## src/core/abort_syndrome_cfg.svh

```systemverilog
// Syndrome field positions, fault codes, trap codes and class values
`ifndef ABORT_SYNDROME_CFG_SVH
`define ABORT_SYNDROME_CFG_SVH
// ---------------------------------------------------------------
// Field layout
// ---------------------------------------------------------------
`define SYN_W          25
`define FSC_W          6
`define FSC_LSB        0
`define FSC_RSV_BIT    6
`define TRAP_RSN_W     2
`define GPC_S2W_BIT    21
`define GPC_INSTR_BIT  20
`define GPC_SC_LSB     14
`define CLASS_W        6
// ---------------------------------------------------------------
// Fault status codes (level added to per-level bases)
// ---------------------------------------------------------------
`define FSC_ADDR_SIZE  6'h00
`define FSC_XLAT       6'h04
`define FSC_ACC_FLAG   6'h08
`define FSC_PERM       6'h0c
`define FSC_EXT_NW     6'h10
`define FSC_EXT_WM1    6'h13
`define FSC_EXT_W      6'h14
`define FSC_PAR_NW     6'h18
`define FSC_PAR_WM1    6'h1b
`define FSC_PAR_W      6'h1c
`define FSC_GPF_WM1    6'h23
`define FSC_GPF_W      6'h24
`define FSC_GPF_NW     6'h28
`define FSC_ASZ_M1     6'h29
`define FSC_XLT_M1     6'h2b
`define FSC_TLB_CONF   6'h30
`define FSC_ATOM_HW    6'h31
// ---------------------------------------------------------------
// Granule check status bases, matrix trap codes, classes
// ---------------------------------------------------------------
`define GSC_ADDR_SIZE  6'h00
`define GSC_WALK       6'h04
`define GSC_PROT       6'h0c
`define GSC_EXT        6'h14
`define TRAP_CTRL      2'h0
`define TRAP_SM_ON     2'h1
`define TRAP_SM_OFF    2'h2
`define TRAP_ZA_OFF    2'h3
`define CLASS_NONE     6'h00
`define CLASS_MATRIX   6'h1d
`endif

```

## src/core/abort_syndrome_pkg.sv

```systemverilog
// Types shared by the syndrome encoder
package abort_syndrome_pkg;
  typedef enum logic [3:0] {
    fk_addr_size, fk_xlat, fk_acc_flag, fk_perm, fk_ext, fk_par, fk_gpf, fk_tlb_conf, fk_atom_hw
  } fault_kind_t;
  typedef enum logic [1:0] {
    tk_ctrl, tk_sm_on, tk_sm_off, tk_za_off
  } trap_kind_t;
  typedef enum logic [1:0] {
    gk_addr_size, gk_walk, gk_prot, gk_ext
  } gpc_kind_t;
  typedef enum logic [1:0] {
    sk_none, sk_abort, sk_trap, sk_gpc
  } syn_kind_t;
endpackage

```

## src/core/abort_syndrome_encoder.sv

```systemverilog
// Syndrome builder for instruction aborts, matrix traps and granule checks
// Functional notes
// - Abort cause in 6-bit field [5:0]; bit 6 held zero.
// - Address size fault levels 0..3 encode as 0x00..0x03.
// - Translation fault levels 0..3 encode as 0x04..0x07.
// - Access flag levels 1..3 as 0x09..0x0b; level 0 only with large addressing.
// - Permission levels 1..3 as 0x0d..0x0f; level 0 only with large addressing.
// - External abort off a walk encodes 0x10.
// - External abort on walk levels 0..3 as 0x14..0x17; level -1 0x13.
// - Parity errors only without reliability extension: 0x18, 0x1c..0x1f, 0x1b.
// - Granule faults with realm extension: 0x24..0x27, 0x23, 0x28 off walk.
// - With large addressing, level -1 address size 0x29, translation 0x2b.
// - TLB conflict 0x30; atomic update fault 0x31 only with that feature.
// - Unlisted codes are reserved and never produced.
// - Access flag and permission faults not reported at level 0 otherwise.
// - With stage-1-walk flag, level reported is the stage 2 lookup level.
// - Fields may hold unknown values after warm reset.
// - Matrix trap reason in bits [1:0]; bits [24:2] zero.
// - Code 0 for enable/trap control block, unless class is zero.
// - Code 1 for vector instruction trapped with streaming mode on.
// - Code 2 when streaming mode off, code 3 when matrix storage off.
// - Matrix traps use exception class 0x1d.
// - Granule syndrome bits [24:22] zero; bit 21 flags stage 2 walk.
// - Bit 20 set for instruction access; status code in [19:14].
// - Granule status codes: 0x00/01, 0x04/05, 0x0c/0d, 0x14/15 by level.
`timescale 1ns/1ns
`include "abort_syndrome_cfg.svh"
module abort_syndrome_encoder (
  // Clock and reset
  input  wire logic                              clk,
  input  wire logic                              resetn,
  input  wire logic                              clk_en,
  // Implemented features
  input  wire logic                              large_phys_addr_feature,
  input  wire logic                              reliability_extension_feature,
  input  wire logic                              realm_extension_feature,
  input  wire logic                              hw_flag_dirty_update_feature,
  // Instruction abort event
  input  wire logic                              abort_valid,
  input  wire abort_syndrome_pkg::fault_kind_t   abort_kind,
  input  wire logic                              abort_on_walk,
  input  wire logic [1:0]                        abort_level,
  input  wire logic                              abort_level_m1,
  input  wire logic                              stage1_walk_via_stage2_flag,
  input  wire logic [1:0]                        stage2_level,
  input  wire logic                              stage2_level_m1,
  // Matrix trap event
  input  wire logic                              trap_valid,
  input  wire abort_syndrome_pkg::trap_kind_t    trap_kind,
  input  wire logic                              streaming_mode_bit,
  input  wire logic                              matrix_storage_enable_bit,
  input  wire logic                              trap_unknown_class,
  // Granule check event
  input  wire logic                              gpc_valid,
  input  wire abort_syndrome_pkg::gpc_kind_t     gpc_kind,
  input  wire logic                              gpc_level,
  input  wire logic                              stage2_walk_flag,
  input  wire logic                              instr_not_data_flag,
  // Syndrome output
  output logic                                   syn_valid,
  output abort_syndrome_pkg::syn_kind_t          syn_kind,
  output logic [`SYN_W-1:0]                      syndrome,
  output logic [`CLASS_W-1:0]                    exception_class,
  output logic                                   code_illegal
);
  // ---------------------------------------------------------------
  // Fault status encoding
  // ---------------------------------------------------------------
  logic [1:0]       eff_level;
  logic             eff_m1;
  logic [`FSC_W-1:0] instr_fault_status_code;
  logic             fsc_legal;

  assign eff_level = stage1_walk_via_stage2_flag ? stage2_level : abort_level;
  assign eff_m1    = stage1_walk_via_stage2_flag ? stage2_level_m1 : abort_level_m1;

  fault_code_encoder fault_code_encoder_inst (
    .kind                          (abort_kind),
    .on_walk                       (abort_on_walk),
    .level                         (eff_level),
    .level_m1                      (eff_m1),
    .large_phys_addr_feature       (large_phys_addr_feature),
    .reliability_extension_feature (reliability_extension_feature),
    .realm_extension_feature       (realm_extension_feature),
    .hw_flag_dirty_update_feature  (hw_flag_dirty_update_feature),
    .code                          (instr_fault_status_code),
    .legal                         (fsc_legal)
  );

  // ---------------------------------------------------------------
  // Trap reason and granule status
  // ---------------------------------------------------------------
  logic [`TRAP_RSN_W-1:0] matrix_trap_reason_code;
  logic                   trap_legal;
  logic [`FSC_W-1:0]      granule_check_status_code;

  always_comb begin
    matrix_trap_reason_code = `TRAP_CTRL;
    trap_legal              = 1'b0;
    case (trap_kind)
      abort_syndrome_pkg::tk_ctrl: begin
        matrix_trap_reason_code = `TRAP_CTRL;
        trap_legal              = !trap_unknown_class;
      end
      abort_syndrome_pkg::tk_sm_on: begin
        matrix_trap_reason_code = `TRAP_SM_ON;
        trap_legal              = streaming_mode_bit;
      end
      abort_syndrome_pkg::tk_sm_off: begin
        matrix_trap_reason_code = `TRAP_SM_OFF;
        trap_legal              = !streaming_mode_bit;
      end
      abort_syndrome_pkg::tk_za_off: begin
        matrix_trap_reason_code = `TRAP_ZA_OFF;
        trap_legal              = !matrix_storage_enable_bit;
      end
      default: begin
        matrix_trap_reason_code = `TRAP_CTRL;
        trap_legal              = 1'b0;
      end
    endcase
  end

  function automatic logic [`FSC_W-1:0] gsc_at(input logic [`FSC_W-1:0] base, input logic lvl);
    gsc_at = base | {5'h00, lvl};
  endfunction

  always_comb begin
    case (gpc_kind)
      abort_syndrome_pkg::gk_addr_size: granule_check_status_code = gsc_at(`GSC_ADDR_SIZE, gpc_level);
      abort_syndrome_pkg::gk_walk:      granule_check_status_code = gsc_at(`GSC_WALK, gpc_level);
      abort_syndrome_pkg::gk_prot:      granule_check_status_code = gsc_at(`GSC_PROT, gpc_level);
      abort_syndrome_pkg::gk_ext:       granule_check_status_code = gsc_at(`GSC_EXT, gpc_level);
      default:                          granule_check_status_code = `GSC_ADDR_SIZE;
    endcase
  end

  // ---------------------------------------------------------------
  // Syndrome register
  // ---------------------------------------------------------------
  logic                            next_syn_valid;
  abort_syndrome_pkg::syn_kind_t   next_syn_kind;
  logic [`SYN_W-1:0]               next_syndrome;
  logic [`CLASS_W-1:0]             next_exception_class;
  logic                            next_code_illegal;

  // Priority: abort, then granule check, then matrix trap
  always_comb begin
    next_syn_valid       = 1'b0;
    next_syn_kind        = syn_kind;
    next_syndrome        = syndrome;
    next_exception_class = exception_class;
    next_code_illegal    = code_illegal;
    if (abort_valid) begin
      next_syn_valid    = fsc_legal;
      next_syn_kind     = abort_syndrome_pkg::sk_abort;
      next_syndrome     = '0;
      next_syndrome[`FSC_W-1:`FSC_LSB] = instr_fault_status_code;
      next_code_illegal = !fsc_legal;
    end else if (gpc_valid) begin
      next_syn_valid    = 1'b1;
      next_syn_kind     = abort_syndrome_pkg::sk_gpc;
      next_syndrome     = '0;
      next_syndrome[`GPC_S2W_BIT] = stage2_walk_flag;
      next_syndrome[`GPC_INSTR_BIT] = instr_not_data_flag;
      next_syndrome[`GPC_SC_LSB +: `FSC_W] = granule_check_status_code;
      next_code_illegal = 1'b0;
    end else if (trap_valid) begin
      next_syn_valid       = trap_legal;
      next_syn_kind        = abort_syndrome_pkg::sk_trap;
      next_syndrome        = '0;
      next_syndrome[`TRAP_RSN_W-1:0] = matrix_trap_reason_code;
      next_exception_class = `CLASS_MATRIX;
      next_code_illegal    = !trap_legal;
    end
  end

  // Reset values are a convenience; fields are unknown after warm reset
  always_ff @(posedge clk or negedge resetn) begin
    if (!resetn) begin
      syn_valid       <= 1'b0;
      syn_kind        <= abort_syndrome_pkg::sk_none;
      syndrome        <= '0;
      exception_class <= `CLASS_NONE;
      code_illegal    <= 1'b0;
    end else if (clk_en) begin
      syn_valid       <= next_syn_valid;
      syn_kind        <= next_syn_kind;
      syndrome        <= next_syndrome;
      exception_class <= next_exception_class;
      code_illegal    <= next_code_illegal;
    end
  end

  // Event taken at this edge, after priority
  logic abort_take;
  logic gpc_take;
  logic trap_take;

  assign abort_take = clk_en && abort_valid;
  assign gpc_take   = clk_en && !abort_valid && gpc_valid;
  assign trap_take  = clk_en && !abort_valid && !gpc_valid && trap_valid;
endmodule

```

## src/core/fault_code_encoder.sv

```systemverilog
// Combinational instruction fault status encoder
`timescale 1ns/1ns
`include "abort_syndrome_cfg.svh"
module fault_code_encoder (
  // Fault classification
  input  wire abort_syndrome_pkg::fault_kind_t kind,
  input  wire logic                            on_walk,
  input  wire logic [1:0]                      level,
  input  wire logic                            level_m1,
  // Implemented features
  input  wire logic                            large_phys_addr_feature,
  input  wire logic                            reliability_extension_feature,
  input  wire logic                            realm_extension_feature,
  input  wire logic                            hw_flag_dirty_update_feature,
  // Result
  output logic [`FSC_W-1:0]                    code,
  output logic                                 legal
);
  function automatic logic [`FSC_W-1:0] at_level(input logic [`FSC_W-1:0] base, input logic [1:0] lvl);
    at_level = base | {4'h0, lvl};
  endfunction

  logic lpa_m1;
  logic [1:0] lvl;

  always_comb begin
    lvl    = level;
    lpa_m1 = level_m1 & large_phys_addr_feature;
    code   = `FSC_TLB_CONF;
    legal  = 1'b0;
    case (kind)
      abort_syndrome_pkg::fk_addr_size: begin
        code  = level_m1 ? `FSC_ASZ_M1 : at_level(`FSC_ADDR_SIZE, lvl);
        legal = !level_m1 || lpa_m1;
      end
      abort_syndrome_pkg::fk_xlat: begin
        code  = level_m1 ? `FSC_XLT_M1 : at_level(`FSC_XLAT, lvl);
        legal = !level_m1 || lpa_m1;
      end
      abort_syndrome_pkg::fk_acc_flag: begin
        code  = at_level(`FSC_ACC_FLAG, lvl);
        legal = !level_m1 && (lvl != 2'h0 || large_phys_addr_feature);
      end
      abort_syndrome_pkg::fk_perm: begin
        code  = at_level(`FSC_PERM, lvl);
        legal = !level_m1 && (lvl != 2'h0 || large_phys_addr_feature);
      end
      abort_syndrome_pkg::fk_ext: begin
        code  = !on_walk ? `FSC_EXT_NW : (level_m1 ? `FSC_EXT_WM1 : at_level(`FSC_EXT_W, lvl));
        legal = !on_walk || !level_m1 || lpa_m1;
      end
      abort_syndrome_pkg::fk_par: begin
        code  = !on_walk ? `FSC_PAR_NW : (level_m1 ? `FSC_PAR_WM1 : at_level(`FSC_PAR_W, lvl));
        legal = !reliability_extension_feature && (!on_walk || !level_m1 || lpa_m1);
      end
      abort_syndrome_pkg::fk_gpf: begin
        code  = !on_walk ? `FSC_GPF_NW : (level_m1 ? `FSC_GPF_WM1 : at_level(`FSC_GPF_W, lvl));
        legal = realm_extension_feature && (!on_walk || !level_m1 || lpa_m1);
      end
      abort_syndrome_pkg::fk_tlb_conf: begin
        code  = `FSC_TLB_CONF;
        legal = 1'b1;
      end
      abort_syndrome_pkg::fk_atom_hw: begin
        code  = `FSC_ATOM_HW;
        legal = hw_flag_dirty_update_feature;
      end
      default: begin
        code  = `FSC_TLB_CONF;
        legal = 1'b0;
      end
    endcase
  end
endmodule

```

## config.mk

```make
export PLATFORM = sky130hd
export DESIGN_NAME = abort_syndrome_encoder
export DESIGN_NICKNAME = d
export VERILOG_FILES = /design/src/core/abort_syndrome_pkg.sv /design/src/core/abort_syndrome_encoder.sv /design/src/core/fault_code_encoder.sv
export VERILOG_INCLUDE_DIRS = /design/src /design/src/core
export SDC_FILE = /design/constraint.sdc
export NUM_CORES = 1
export LEC_CHECK = 0
export BUFFER_PORTS_ARGS = -buffer_cell sky130_fd_sc_hd__buf_2
export CAP_MARGIN = 5
export CORE_UTILIZATION = 40
export CTS_CLUSTER_DIAMETER = 100
export CTS_CLUSTER_SIZE = 30
export DETAILED_ROUTE_END_ITERATION = 16
export PLACE_DENSITY = 0.75
export SLEW_MARGIN = 15
export SYNTH_ARGS = -nofsm -noshare
export SYNTH_HDL_FRONTEND = slang
export SYNTH_HIERARCHICAL = 1
export SYNTH_SLANG_ARGS = --single-unit
export TNS_END_PERCENT = 50
```

## constraint.sdc

```tcl
create_clock -name clk -period 0.8 [get_ports clk]
set_input_delay 0.16 -clock clk [delete_from_list [all_inputs] [get_ports clk]]
set_output_delay 0.16 -clock clk [all_outputs]
set_load 0.05 [all_outputs]
```

Word-level counts from Yosys, hierarchy flattened

Cells that the tools add are included.

Add/subtract/negate cells: 0
$mul: 0
Div/mod/pow operators: 0
$lt $le $gt $ge: 0
Equal/unequal tests: 14
Shift-type cells: 0
Multiplexer cells: 27
Bitwise logic cells: 3
Reductions and logical operators: 24

Operator list:

| operator                                                         | number |
|---|---|
| 25-bit 2-to-1 mux                                                | 3 |
| 6-bit one-hot mux with 8 select lines                            | 1 |
| 6-bit 2-to-1 mux                                                 | 5 |
| 6-bit one-hot mux with 4 select lines                            | 1 |
| 4-bit by 3-bit == test with 1-bit output (second input constant) | 4 |
| 3-bit 2-to-1 mux                                                 | 3 |
| 2-bit == test (second input constant)                            | 4 |
| 4-bit by 2-bit == test with 1-bit output (second input constant) | 2 |
| 1-bit zero test                                                  | 8 |
| 2-bit 2-to-1 mux                                                 | 4 |
| 2-bit one-hot mux with 4 select lines                            | 1 |
| 1-bit 2-to-1 mux                                                 | 7 |
| 1-bit one-hot mux with 7 select lines                            | 1 |
| 2-bit by 1-bit == test with 1-bit output (second input constant) | 2 |
| 4-bit by 1-bit == test with 1-bit output (second input constant) | 1 |
| 4-bit == test (second input constant)                            | 1 |
| 2-bit zero test                                                  | 2 |
| 4-bit zero test                                                  | 1 |
| 1-bit logical OR                                                 | 4 |
| 1-bit one-hot mux with 4 select lines                            | 1 |
| 4-bit AND reduction                                              | 1 |
| 2-bit OR reduction                                               | 2 |
| 1-bit logical AND                                                | 3 |
| 3-bit nonzero test                                               | 1 |
| other kinds (4)                                                  | 5 |

Bits in registers: 30
Latch bits: 0
Bits in writable memories: 0
Bits in read-only memories: 0
Bits of input ports: 32
Output and inout port bits: 35
Word-level logic and storage cells: 73
Memories: 0

Depth between registers and ports, before layout

Gate-level depths: netlist (run 1).

Depth after elaboration: 8
Mapped depth: 8
Mapped depth without buffers: 7

By module

Netlist (run 1), hierarchy kept.

Modules (own cells, without submodules):

| module                 | instances | cells each | area an instance (µm²) | seq. area each (µm²) |
|---|---|---|---|---|
| abort_syndrome_encoder | 1         | 83         | 932.1                  | 425.4 |
| fault_code_encoder     | 1         | 42         | 326.6                  | 0.0 |

Least setup slack after synthesis (run 1)

OpenSTA, ideal clock, no wires.

Kind: input port to flip-flop
Start: input port stage1_walk_via_stage2_flag
End: register code_illegal
Setup time: 124 ps
Arrival: 1530 ps
Required time: 676 ps
Slack: -854 ps
Stages on the path: 8
Buffers on the path: 1
Path through: mux2_2 buf_6 nor4b_1 a32oi_1 o211ai_1 inv_1 a32o_2 o31a_1

Word-level cells in the longest chain between the ends: 8
Elaborated cells between the ends (all ways): 15
Classes of those cells: 4 x mux; 1 x bitwise; 10 x reduce/logical

Ends and longest elaborated chain:

| item                                    | RTL line                                                                     | RTL |
|---|---|---|
| from (decl)                             | abort_syndrome_encoder.sv:44                                                 | `input wire logic stage1_walk_via_stage2_flag,` |
| 1-bit 2-to-1 mux                        | abort_syndrome_encoder.sv:75                                                 | `assign eff_m1 = stage1_walk_via_stage2_flag ? stage2_level_m1 : abort_level_m1;` |
| 1-bit zero test                         | n/a                                                                          |  |
| 1-bit logical OR (2 in series)          | fault_code_encoder.sv:50, fault_code_encoder.sv:54, fault_code_encoder.sv:58 |  |
| 1-bit logical AND (on tied branches)    | fault_code_encoder.sv:58, fault_code_encoder.sv:54                           |  |
| 1-bit one-hot mux with 7 select lines * | fault_code_encoder.sv:31                                                     | `case (kind)` |
| named net fsc_legal                     | abort_syndrome_encoder.sv:72                                                 | `logic fsc_legal;` |
| 1-bit zero test *                       | abort_syndrome_encoder.sv:159                                                | `next_code_illegal = !fsc_legal;` |
| 1-bit 2-to-1 mux *                      | abort_syndrome_encoder.sv:154                                                | `if (abort_valid) begin` |
| to (signal assigned)                    | abort_syndrome_encoder.sv:191                                                | `code_illegal <= next_code_illegal;` |
| to (decl)                               | abort_syndrome_encoder.sv:64                                                 | `output logic code_illegal` |

The timed path passes the listed nets; every way through them passes the cells marked *.
A chain may end at the register's enable or synchronous reset.

Worst setup path in the final report (run 1)

Start: input port stage1_walk_via_stage2_flag
End: register code_illegal

Word-level cells in the longest chain between the ends: 8
Elaborated cells between the ends (all ways): 15
Classes of those cells: 4 x mux; 1 x bitwise; 10 x reduce/logical

Ends and longest elaborated chain:

| item                                    | RTL line                                                                     | RTL |
|---|---|---|
| 1-bit 2-to-1 mux *                      | abort_syndrome_encoder.sv:75                                                 |  |
| named net eff_m1                        | abort_syndrome_encoder.sv:70                                                 | `logic eff_m1;` |
| 1-bit zero test                         | n/a                                                                          |  |
| 1-bit logical OR (2 in series)          | fault_code_encoder.sv:50, fault_code_encoder.sv:54, fault_code_encoder.sv:58 |  |
| 1-bit logical AND (on tied branches)    | fault_code_encoder.sv:58, fault_code_encoder.sv:54                           |  |
| 1-bit one-hot mux with 7 select lines * | fault_code_encoder.sv:31                                                     |  |
| named net fsc_legal                     | abort_syndrome_encoder.sv:72                                                 |  |
| 1-bit zero test *                       | abort_syndrome_encoder.sv:159                                                |  |
| 1-bit 2-to-1 mux *                      | abort_syndrome_encoder.sv:154                                                |  |

Marked as above.

==> impl_metrics.toml, run 1 <==
[yosys]
avgSynthCellArea_sq_um = 10.1
yosys.cell_types.count = 44
async_flop_share_pct = 100
ys_warn_count = 6
synth_edf_count = 0
synthFlopType = "dfrtp_1"
synthCells = 125
mappedNetlistArea_sq_mm = 0.00126
ys_ff_latch = 17
yosysSeqAreaShare_pct = 33.8

[grt]
grt_pass1_vias = 1198
grt_pass1_wl_um = 5330
track_usage_pct = 20.6
grt_max_degree = 18
antenna_found_initial = 0
grt-ovfl-total = 0

[cells_and_area]
multiInputGateArea_sq_um = 722
layout.cells.most_common_list = "buf_4, buf_2, buf_6"
area_growth_syn_to_layout_pct = 56.9
fill_cells = 215
nNetsFinal = 241
layout_commonest_cell = "buf_4"
seq_area_sq_um = 427
n_antenna_cell = 0
fin_util_pct = 68.6
layout-drive-gt1-share_pct = 56.3

[floorplan]
num_rows = 19
ios = 67
fp.dieW_um = 58.1
die_area_sq_mm = 0.00338
core_sq_mm = 0.00288
dieHeight_um = 58.1
initial_core_util_pct = 43.8

[worst_setup_path]
worst_ep_required_time_ns = 0.98
critPathLaunchType = "input port"
worst-path-max-fanout = 5
path_class = "input port to flop"
crit_path_end_kind = "flop"
critPathArrivalTime_ns = 1.53

[power]
power_leakage_nw = 0.973
power_density_mw_per_mm2 = 1430
vdd.ir_drop.worst_v = 0.00130

[placed_design]
gp_congestion = 0.867
numPortBuffers = 51
post-place-ws_ns = -0.907
dp_hpwl_um = 2450

[detailed_routing]
ant_nets = 0
drc = 0
drt_iter0_drc = 46
avgViaCountPerCell = 4.88
num_vias = 1221
drt_wl_total_um = 3230
wl_per_cell_um = 12.9
dr.pass1.iters = 4

[clocking]
cts_root_buffer = "clkbuf_4"
htreeDepth = 1
clock-sinks = 17
cts_buffers = 3
clockBufferDepth = 2
clk_pin_slew_ns = 0.11
clkLatencyLatePin_ns = 0.28
cts_tree = "done"

[sta]
maxSlewViolCount = 0
finalClockSkew_ns = 0
hold_violations = 0
fin_setup_tns_ns = -7.23
finalCritPeriodShare_pct = 169
fmax_ghz = 0.737
finalCriticalPeriod_ns = 1.36
rsz0062_at_grt = "yes"
setup_viol = 30
holdWs_ns = 0.0658
worst_slack_ns = -0.556

[worst_hold_path]
worstHoldPathType = "input port to flop"

[flow_run]
maxCapViolCount = 0

[status]
violations = "negative setup slack"
status = "finished, violations left"
through the flow:
step	instance area (sq um)	cells	power, W
2_1_floorplan	1350	139	0.00186
3_3_place_gp	1690	237	0.00212
3_5_place_dp	1690	237	0.00215
4_1_cts	1930	246	0.00280
5_1_grt	1970	250	0.00298
6_report	1970	250	0.00283
synth_stat cells, types with 2 or more instances:
| master | count | area, sq um |
|---|---|---|
| buf_4 | 18 | 135 |
| dfrtp_1 | 17 | 425 |
| nand2_1 | 16 | 60.1 |
| o21ai_0 | 6 | 30.0 |
| a32o_1 | 5 | 50.1 |
| buf_6 | 5 | 56.3 |
| nand2b_1 | 5 | 31.3 |
| a22o_1 | 4 | 35.0 |
| buf_2 | 3 | 15.0 |
| inv_1 | 3 | 11.3 |
| mux2_2 | 3 | 33.8 |
| nor2b_1 | 3 | 18.8 |
| o32ai_2 | 3 | 48.8 |
| a21oi_1 | 2 | 10.0 |
| a22oi_1 | 2 | 15.0 |
| nor2_1 | 2 | 7.51 |
cell type report:
cell class                      count  share of cell area [%]
Clock buffer                        4                    1.33
Tap cell                           42                    2.66
Inverter                            3                   0.570
Sequential cell                    17                    21.6
Multi-Input combinational cell     92                    36.6
Timing Repair Buffer               92                    37.3
metal layers:
layer / track usage, % / vias up / share of wire, %
met5: 0 / - / 0
met3: 5.13 / 4 / 4.1
met2: 38.4 / 43 / 53
met4: 3.74 / 0 / 1.1
li1: - / 588 / -
met1: 23.7 / 586 / 42
critical path: stages:
cell and delay, ns:
buf_8 0.10, mux2_4 0.33, nor4b_4 0.21, a32oi_1 0.08, o211ai_1 0.11, inv_1 0.06
a32o_2 0.24, o31a_1 0.23
flip-flops by register name (all words and copies together) (netlist names):
signal,cells
code_illegal,1
exception_class,1
syn_kind,2
syn_valid,1
syndrome,12
logic make-up (layout without fill, tap and decap cells):
logic type             Yosys count  in the layout  share of synthesized area [%]
other                            1             15                          0.298
muxes                            5              5                           5.67
AOI/OAI and AO/OA               39             39                           29.1
buffers and inverters           30             99                           17.6
and+or+nand+nor                 33             33                           13.5
DFF                             17             17                           33.8
path summary, 6_finish.rpt:
| path | startpoint | endpoint | slack (ns) | cells after the start |
|---|---|---|---|---|
| setup / recovery | stage1_walk_via_stage2_flag | code_illegal$_DFFE_PN0P_ | -0.56 | 8 |
| hold / removal | gpc_kind[0] | syndrome[17]$_DFFE_PN0P_ | 0.07 | 2 |
| setup reg to reg | syndrome[5]$_DFFE_PN0P_ | syndrome[5]$_DFFE_PN0P_ | -0.16 | 3 |
| hold reg to reg | syn_kind[0]$_DFFE_PN0P_ | syn_kind[0]$_DFFE_PN0P_ | 0.50 | 2 |
| max in group asynchronous | resetn | exception_class[0]$_DFFE_PN0P_ | 0.20 | 2 |
| min in group asynchronous | resetn | syndrome[17]$_DFFE_PN0P_ | 0.31 | 2 |
timing repair:
action                                  CTS  global route
endpoints found under the setup margin   28            32
gates resized for setup                  50             4
cloned                                    0             0
setup buffers                             4             4
hold buffers                              1             0
endpoints found under the hold margin    17             0
pin swaps                                 2             5
power breakdown:
part,internal (W),switching [W],total (W)
clock,0.000194,0.000269,0.000463
combinational,0.000571,0.000800,0.00137
sequential,0.000935,0.0000625,0.000998
No activity file was read; power rests on OpenSTA's default activity.
==> run 2: changes to the inputs <==
--- a/config.mk
+++ b/config.mk
@@ -8,11 +8,11 @@
 export LEC_CHECK = 0
 export BUFFER_PORTS_ARGS = -buffer_cell sky130_fd_sc_hd__buf_2
 export CAP_MARGIN = 5
-export CORE_UTILIZATION = 40
+export CORE_UTILIZATION = 48
 export CTS_CLUSTER_DIAMETER = 100
 export CTS_CLUSTER_SIZE = 30
 export DETAILED_ROUTE_END_ITERATION = 16
-export PLACE_DENSITY = 0.75
+export PLACE_DENSITY = 0.85
 export SLEW_MARGIN = 15
 export SYNTH_ARGS = -nofsm -noshare
 export SYNTH_HDL_FRONTEND = slang
==> constraint.sdc (replaced) <==
create_clock -name clk -period 1.57 [get_ports clk]
set_input_delay 0.314 -clock clk [delete_from_list [all_inputs] [get_ports clk]]
set_output_delay 0.314 -clock clk [all_outputs]
set_load 0.05 [all_outputs]
==> impl_metrics.toml, run 2 (same netlist as run 1, synthesis figures left out) <==
[detailed_routing]
drt_iter0_drc = 24
num_vias = 1105
ant_nets = 0
drc = 0
wl_per_cell_um = 13.0
drt_wl_total_um = 2720
dr.pass1.iters = 4
avgViaCountPerCell = 5.29

[grt]
grt_pass1_vias = 1037
antenna_found_initial = 0
grt-ovfl-total = 0
grt_pass1_wl_um = 4330
grt_max_degree = 18
track_usage_pct = 20.9

[sta]
fin_setup_tns_ns = 0
finalCriticalPeriod_ns = 1.55
fmax_ghz = 0.647
hold_violations = 0
finalCritPeriodShare_pct = 98.5
setup_viol = 0
worst_slack_ns = 0.0232
finalClockSkew_ns = 0
rsz0062_at_grt = "yes"
maxSlewViolCount = 0

[power]
power_w = 0.00127
power_leakage_nw = 0.766
vdd.ir_drop.worst_v = 0.000818
power_density_mw_per_mm2 = 831

[floorplan]
initial_core_util_pct = 50.8
fp.dieW_um = 53.2
core_sq_mm = 0.00248
num_rows = 18
dieHeight_um = 53.2
die_area_sq_mm = 0.00283
ios = 67

[placed_design]
gp_congestion = 0.795
post-place-ws_ns = -0.267
dp_hpwl_um = 2200
dpl.cell_count = 203
numPortBuffers = 51

[worst_setup_path]
crit_path_end_kind = "flop"
worst-path-max-fanout = 5
path_class = "input port to flop"
cp.depth = 8
critical_path.cell_chain = "buf_8 -> mux2_4 -> nor4b_2 -> a32oi_1 -> o211ai_1 -> inv_1 -> a32o_2 -> o31a_1"
cp_top_family = "compound AO/OA/AOI/OAI gates"
worst_ep_required_time_ns = 1.75
reg2reg_depth = 2
critPathArrivalTime_ns = 1.72
cp_slowest_cell = "mux2_4"
critPathLaunchType = "input port"
path_buf_inv = 2
critical_path.max_stage_delay_ns = 0.32

[clocking]
cts_root_buffer = "clkbuf_4"
clk_pin_slew_ns = 0.11
clkLatencyLatePin_ns = 0.28
clock-sinks = 17
htreeDepth = 1
cts_tree = "done"
cts_buffers = 3
clockBufferDepth = 2

[cells_and_area]
largest_register = "syndrome"
nNetsFinal = 212
largest_reg_flops = 12
layout-drive-gt1-share_pct = 46.9
n_antenna_cell = 0
area_growth_syn_to_layout_pct = 21.9
layout_commonest_cell = "buf_2"
reg_top3 = "syndrome (12), syn_kind (2)"
fin_util_pct = 61.9
layout.cells.most_common_list = "buf_2, dfrtp_1, nand2_1"
stdcell_count = 209

[status]
status = "finished, final reports clean"

[flow_run]
maxCapViolCount = 0

[worst_hold_path]
worstHoldPathType = "input port to flop"
min_path_cells = 2
## run 2: final cells by class
class | count | area (sq um)
fill | 228 | 943
multi-input combinational | 92 | 674
sequential | 17 | 425
timing repair buffer | 63 | 358
tap | 30 | 37.5
clock buffer | 3 | 22.5
inverter | 3 | 11.3
clock inverter | 1 | 5.00
## run 2: worst paths after layout
check                                             from                        to  slack [ns]
min in group asynchronous                       resetn  syndrome[16]$_DFFE_PN0P_        0.46
hold / removal                             gpc_kind[0]  syndrome[17]$_DFFE_PN0P_        0.21
setup reg to reg              code_illegal$_DFFE_PN0P_  code_illegal$_DFFE_PN0P_        0.83
hold reg to reg                syn_kind[0]$_DFFE_PN0P_   syn_kind[0]$_DFFE_PN0P_        0.48
max in group asynchronous                       resetn   syndrome[4]$_DFFE_PN0P_        0.83
setup / recovery           stage1_walk_via_stage2_flag  code_illegal$_DFFE_PN0P_        0.02
## run 2: through the flow
stage | cell area (sq um) | hold WS, ns
finish | 1530 | 0.214
global route | 1530 | 0.225
CTS | 1520 | 0.211
detailed placement | 1480 | 0.253
global placement | 1480 | 0.239
floorplan | 1320 | 0.0184
## run 2: worst register-to-register path, stage by stage, from the launching register on
cell and delay (ns):
dfrtp_1 0.38, nand2b_1 0.14, o31a_1 0.12
## run 2: metal layers
metal  up-vias  GRT usage, %  part of all wire, %
li1        530             -                    -
met1       530          24.0                   40
met2        41          38.8                   53
met3         4          4.60                  4.6
met4         0          4.39                  2.0
met5         -             0                    0
## run 2: where the power goes
| group | switching [W] | internal (W) | total [W] |
|---|---|---|---|
| Combinational | 0.000379 | 0.000165 | 0.000543 |
| Sequential | 0.0000205 | 0.000476 | 0.000496 |
| Clock | 0.000140 | 0.0000949 | 0.000235 |
## run 2: timing repair
item | CTS | global route
buffers inserted | 0 | 1
endpoints found under the setup margin | 0 | 1
gates resized for setup | 0 | 3
hold endpoints to repair | 17 | 0
hold buffers | 1 | 0
==> run 3: changes to the inputs <==
--- a/config.mk
+++ b/config.mk
@@ -8,11 +8,11 @@
 export LEC_CHECK = 0
 export BUFFER_PORTS_ARGS = -buffer_cell sky130_fd_sc_hd__buf_2
 export CAP_MARGIN = 5
-export CORE_UTILIZATION = 48
+export CORE_UTILIZATION = 45
 export CTS_CLUSTER_DIAMETER = 100
 export CTS_CLUSTER_SIZE = 30
 export DETAILED_ROUTE_END_ITERATION = 16
-export PLACE_DENSITY = 0.85
+export PLACE_DENSITY = 0.8
 export SLEW_MARGIN = 15
 export SYNTH_ARGS = -nofsm -noshare
 export SYNTH_HDL_FRONTEND = slang
==> constraint.sdc (replaced) <==
create_clock -name clk -period 1.5 [get_ports clk]
set_input_delay 0.3 -clock clk [delete_from_list [all_inputs] [get_ports clk]]
set_output_delay 0.3 -clock clk [all_outputs]
set_load 0.05 [all_outputs]
==> impl_metrics.toml, run 3 (same netlist as run 1, synthesis figures left out) <==
[status]
status = "finished, final reports clean"

[grt]
grt_pass1_vias = 1031
grt_max_degree = 18
antenna_found_initial = 0
track_usage_pct = 21.1
grt-ovfl-total = 0
grt_pass1_wl_um = 4490

[floorplan]
num_rows = 18
fp.dieW_um = 54.9
dieHeight_um = 54.9
ios = 67
die_area_sq_mm = 0.00301
core_sq_mm = 0.00257
initial_core_util_pct = 49.0

[placed_design]
post-place-ws_ns = -0.309
detailed_place.area_sq_mm = 0.00150
dp_hpwl_um = 2230
numPortBuffers = 51
gp_congestion = 0.792

[worst_setup_path]
worst-path-max-fanout = 4
critical_path.max_stage_delay_ns = 0.32
path_class = "input port to flop"
worst_ep_required_time_ns = 1.69
reg2reg_depth = 2
r2r_slack_ns = 0.74
critical_path.cell_chain = "buf_8 -> mux2_4 -> nor4b_4 -> a32oi_1 -> o211ai_1 -> inv_1 -> a32o_2 -> o31a_1"
crit_path_end_kind = "flop"
worstReg2RegEnd = "code_illegal$_DFFE_PN0P_"
cp_slowest_cell = "mux2_4"
critPathArrivalTime_ns = 1.66
critPathLaunchType = "input port"
reg2reg_from = "code_illegal$_DFFE_PN0P_"

[power]
power_density_mw_per_mm2 = 863
combPwrFrac_pct = 42.8
clkPwrFrac_pct = 18.5
internal-power_w = 0.000777
vdd.ir_drop.worst_v = 0.000744
netSwitchingFraction_pct = 42.1
power_leakage_nw = 0.778
p_seq_share_pct = 38.7
switchingPower_w = 0.000566

[worst_hold_path]
whs_endpoint = "syndrome[17]$_DFFE_PN0P_"
min_from = "gpc_kind[0]"
min_path_cells = 2
worstHoldPathType = "input port to flop"

[clocking]
cts_tree = "done"
clock-sinks = 17
htreeDepth = 1
cts_root_buffer = "clkbuf_4"
cts_buffers = 3
clk_pin_slew_ns = 0.09
clkLatencyLatePin_ns = 0.30
clockBufferDepth = 2

[detailed_routing]
drt_iter0_drc = 43
drc = 0
wl_per_cell_um = 13.1
dr.pass1.iters = 4
ant_nets = 0
avgViaCountPerCell = 5.26
drt_wl_total_um = 2770
num_vias = 1109

[flow_run]
maxCapViolCount = 0

[cells_and_area]
layout_commonest_cell = "buf_2"
nNetsFinal = 214
layout.cells.most_common_list = "buf_2, dfrtp_1, nand2_1"
layout-drive-gt1-share_pct = 47.0
reg_top3 = "syndrome (12), syn_kind (2)"
fill_cells = 215
stdcell_area_sq_mm = 0.00156
largest_register = "syndrome"
area_growth_syn_to_layout_pct = 23.7
largest_reg_flops = 12
n_antenna_cell = 0

[sta]
fmax_ghz = 0.680
fin_setup_tns_ns = 0
worst_slack_ns = 0.0292
finalCritPeriodShare_pct = 98.1
setup_viol = 0
finalCriticalPeriod_ns = 1.47
rsz0062_at_grt = "yes"
finalClockSkew_ns = 0
hold_violations = 0
maxSlewViolCount = 0
-- run 3: changes by cell type in the layout (fill, tap and decap cells not counted) --
cell / delta
buf_4: +2
clkbuf_1: +1
clkinv_2: -1
nor4b_2: -1
nor4b_4: +1
o21ai_0: -1
o21ai_1: +1
-- run 3: critical path: cells and delay by family --
kind | cells | cell delay (ns)
buf+inv | 2 | 0.17
simple gates | 1 | 0.20
mux | 1 | 0.32
compound gates | 4 | 0.67
-- run 3: area by class of cell --
class	count	area, sq um	share of cell area, %
multi-input combinational	92	683	43.9
tap	30	37.5	2.41
timing repair buffer	65	373	24.0
clock buffer	4	26.3	1.69
inverter	3	11.3	0.723
sequential	17	425	27.3
-- run 3: worst max-delay path by stage --
stage / startpoint / endpoint / slack [ns]
6_report: stage1_walk_via_stage2_flag / code_illegal$_DFFE_PN0P_ / 0.03
3_5_place_dp: stage1_walk_via_stage2_flag / code_illegal$_DFFE_PN0P_ / -0.31
4_1_cts: stage1_walk_via_stage2_flag / code_illegal$_DFFE_PN0P_ / 0.006
3_3_place_gp: stage1_walk_via_stage2_flag / code_illegal$_DFFE_PN0P_ / -0.28
5_1_grt: stage1_walk_via_stage2_flag / code_illegal$_DFFE_PN0P_ / -0.02
2_1_floorplan: stage1_walk_via_stage2_flag / code_illegal$_DFFE_PN0P_ / -0.19
-- run 3: layer usage --
layer  track usage [%]  vias up  share of wire, %
met5                 0        -                 0
met4              5.56        0              0.72
met3              5.83        5               5.3
met2              34.7       41                49
met1              26.8      529                45
li1                  -      534                 -
-- run 3: power by group through the flow --
stage	clock network, W	registers, W	logic (W)
6_report	0.000249	0.000519	0.000575
5_1_grt	0.000282	0.000526	0.000615
4_1_cts	0.000260	0.000520	0.000569
3_5_place_dp	0	0.000529	0.000566
3_3_place_gp	0	0.000527	0.000554
2_1_floorplan	0	0.000673	0.000308
-- run 3: timing repair --
action / in CTS / in global routing
endpoints found under the hold margin: 17 / 0
setup buffers: 0 / 0
hold buffers: 1 / 0
endpoints found under the setup margin: 0 / 3
resized for setup: 0 / 5
-- run 3: stage by stage --
| stage | total power (W) | hold slack (ns) | utilization (%) | cells |
|---|---|---|---|---|
| after floorplan | 0.000981 | 0.00441 | - | 139 |
| after global placement | 0.00108 | 0.225 | 58.5 | 206 |
| after detailed placement | 0.00109 | 0.242 | 58.5 | 206 |
| after global routing | 0.00142 | 0.213 | 60.6 | 211 |
| final | 0.00134 | 0.213 | 60.6 | 211 |
| after CTS | 0.00135 | 0.216 | 59.9 | 211 |
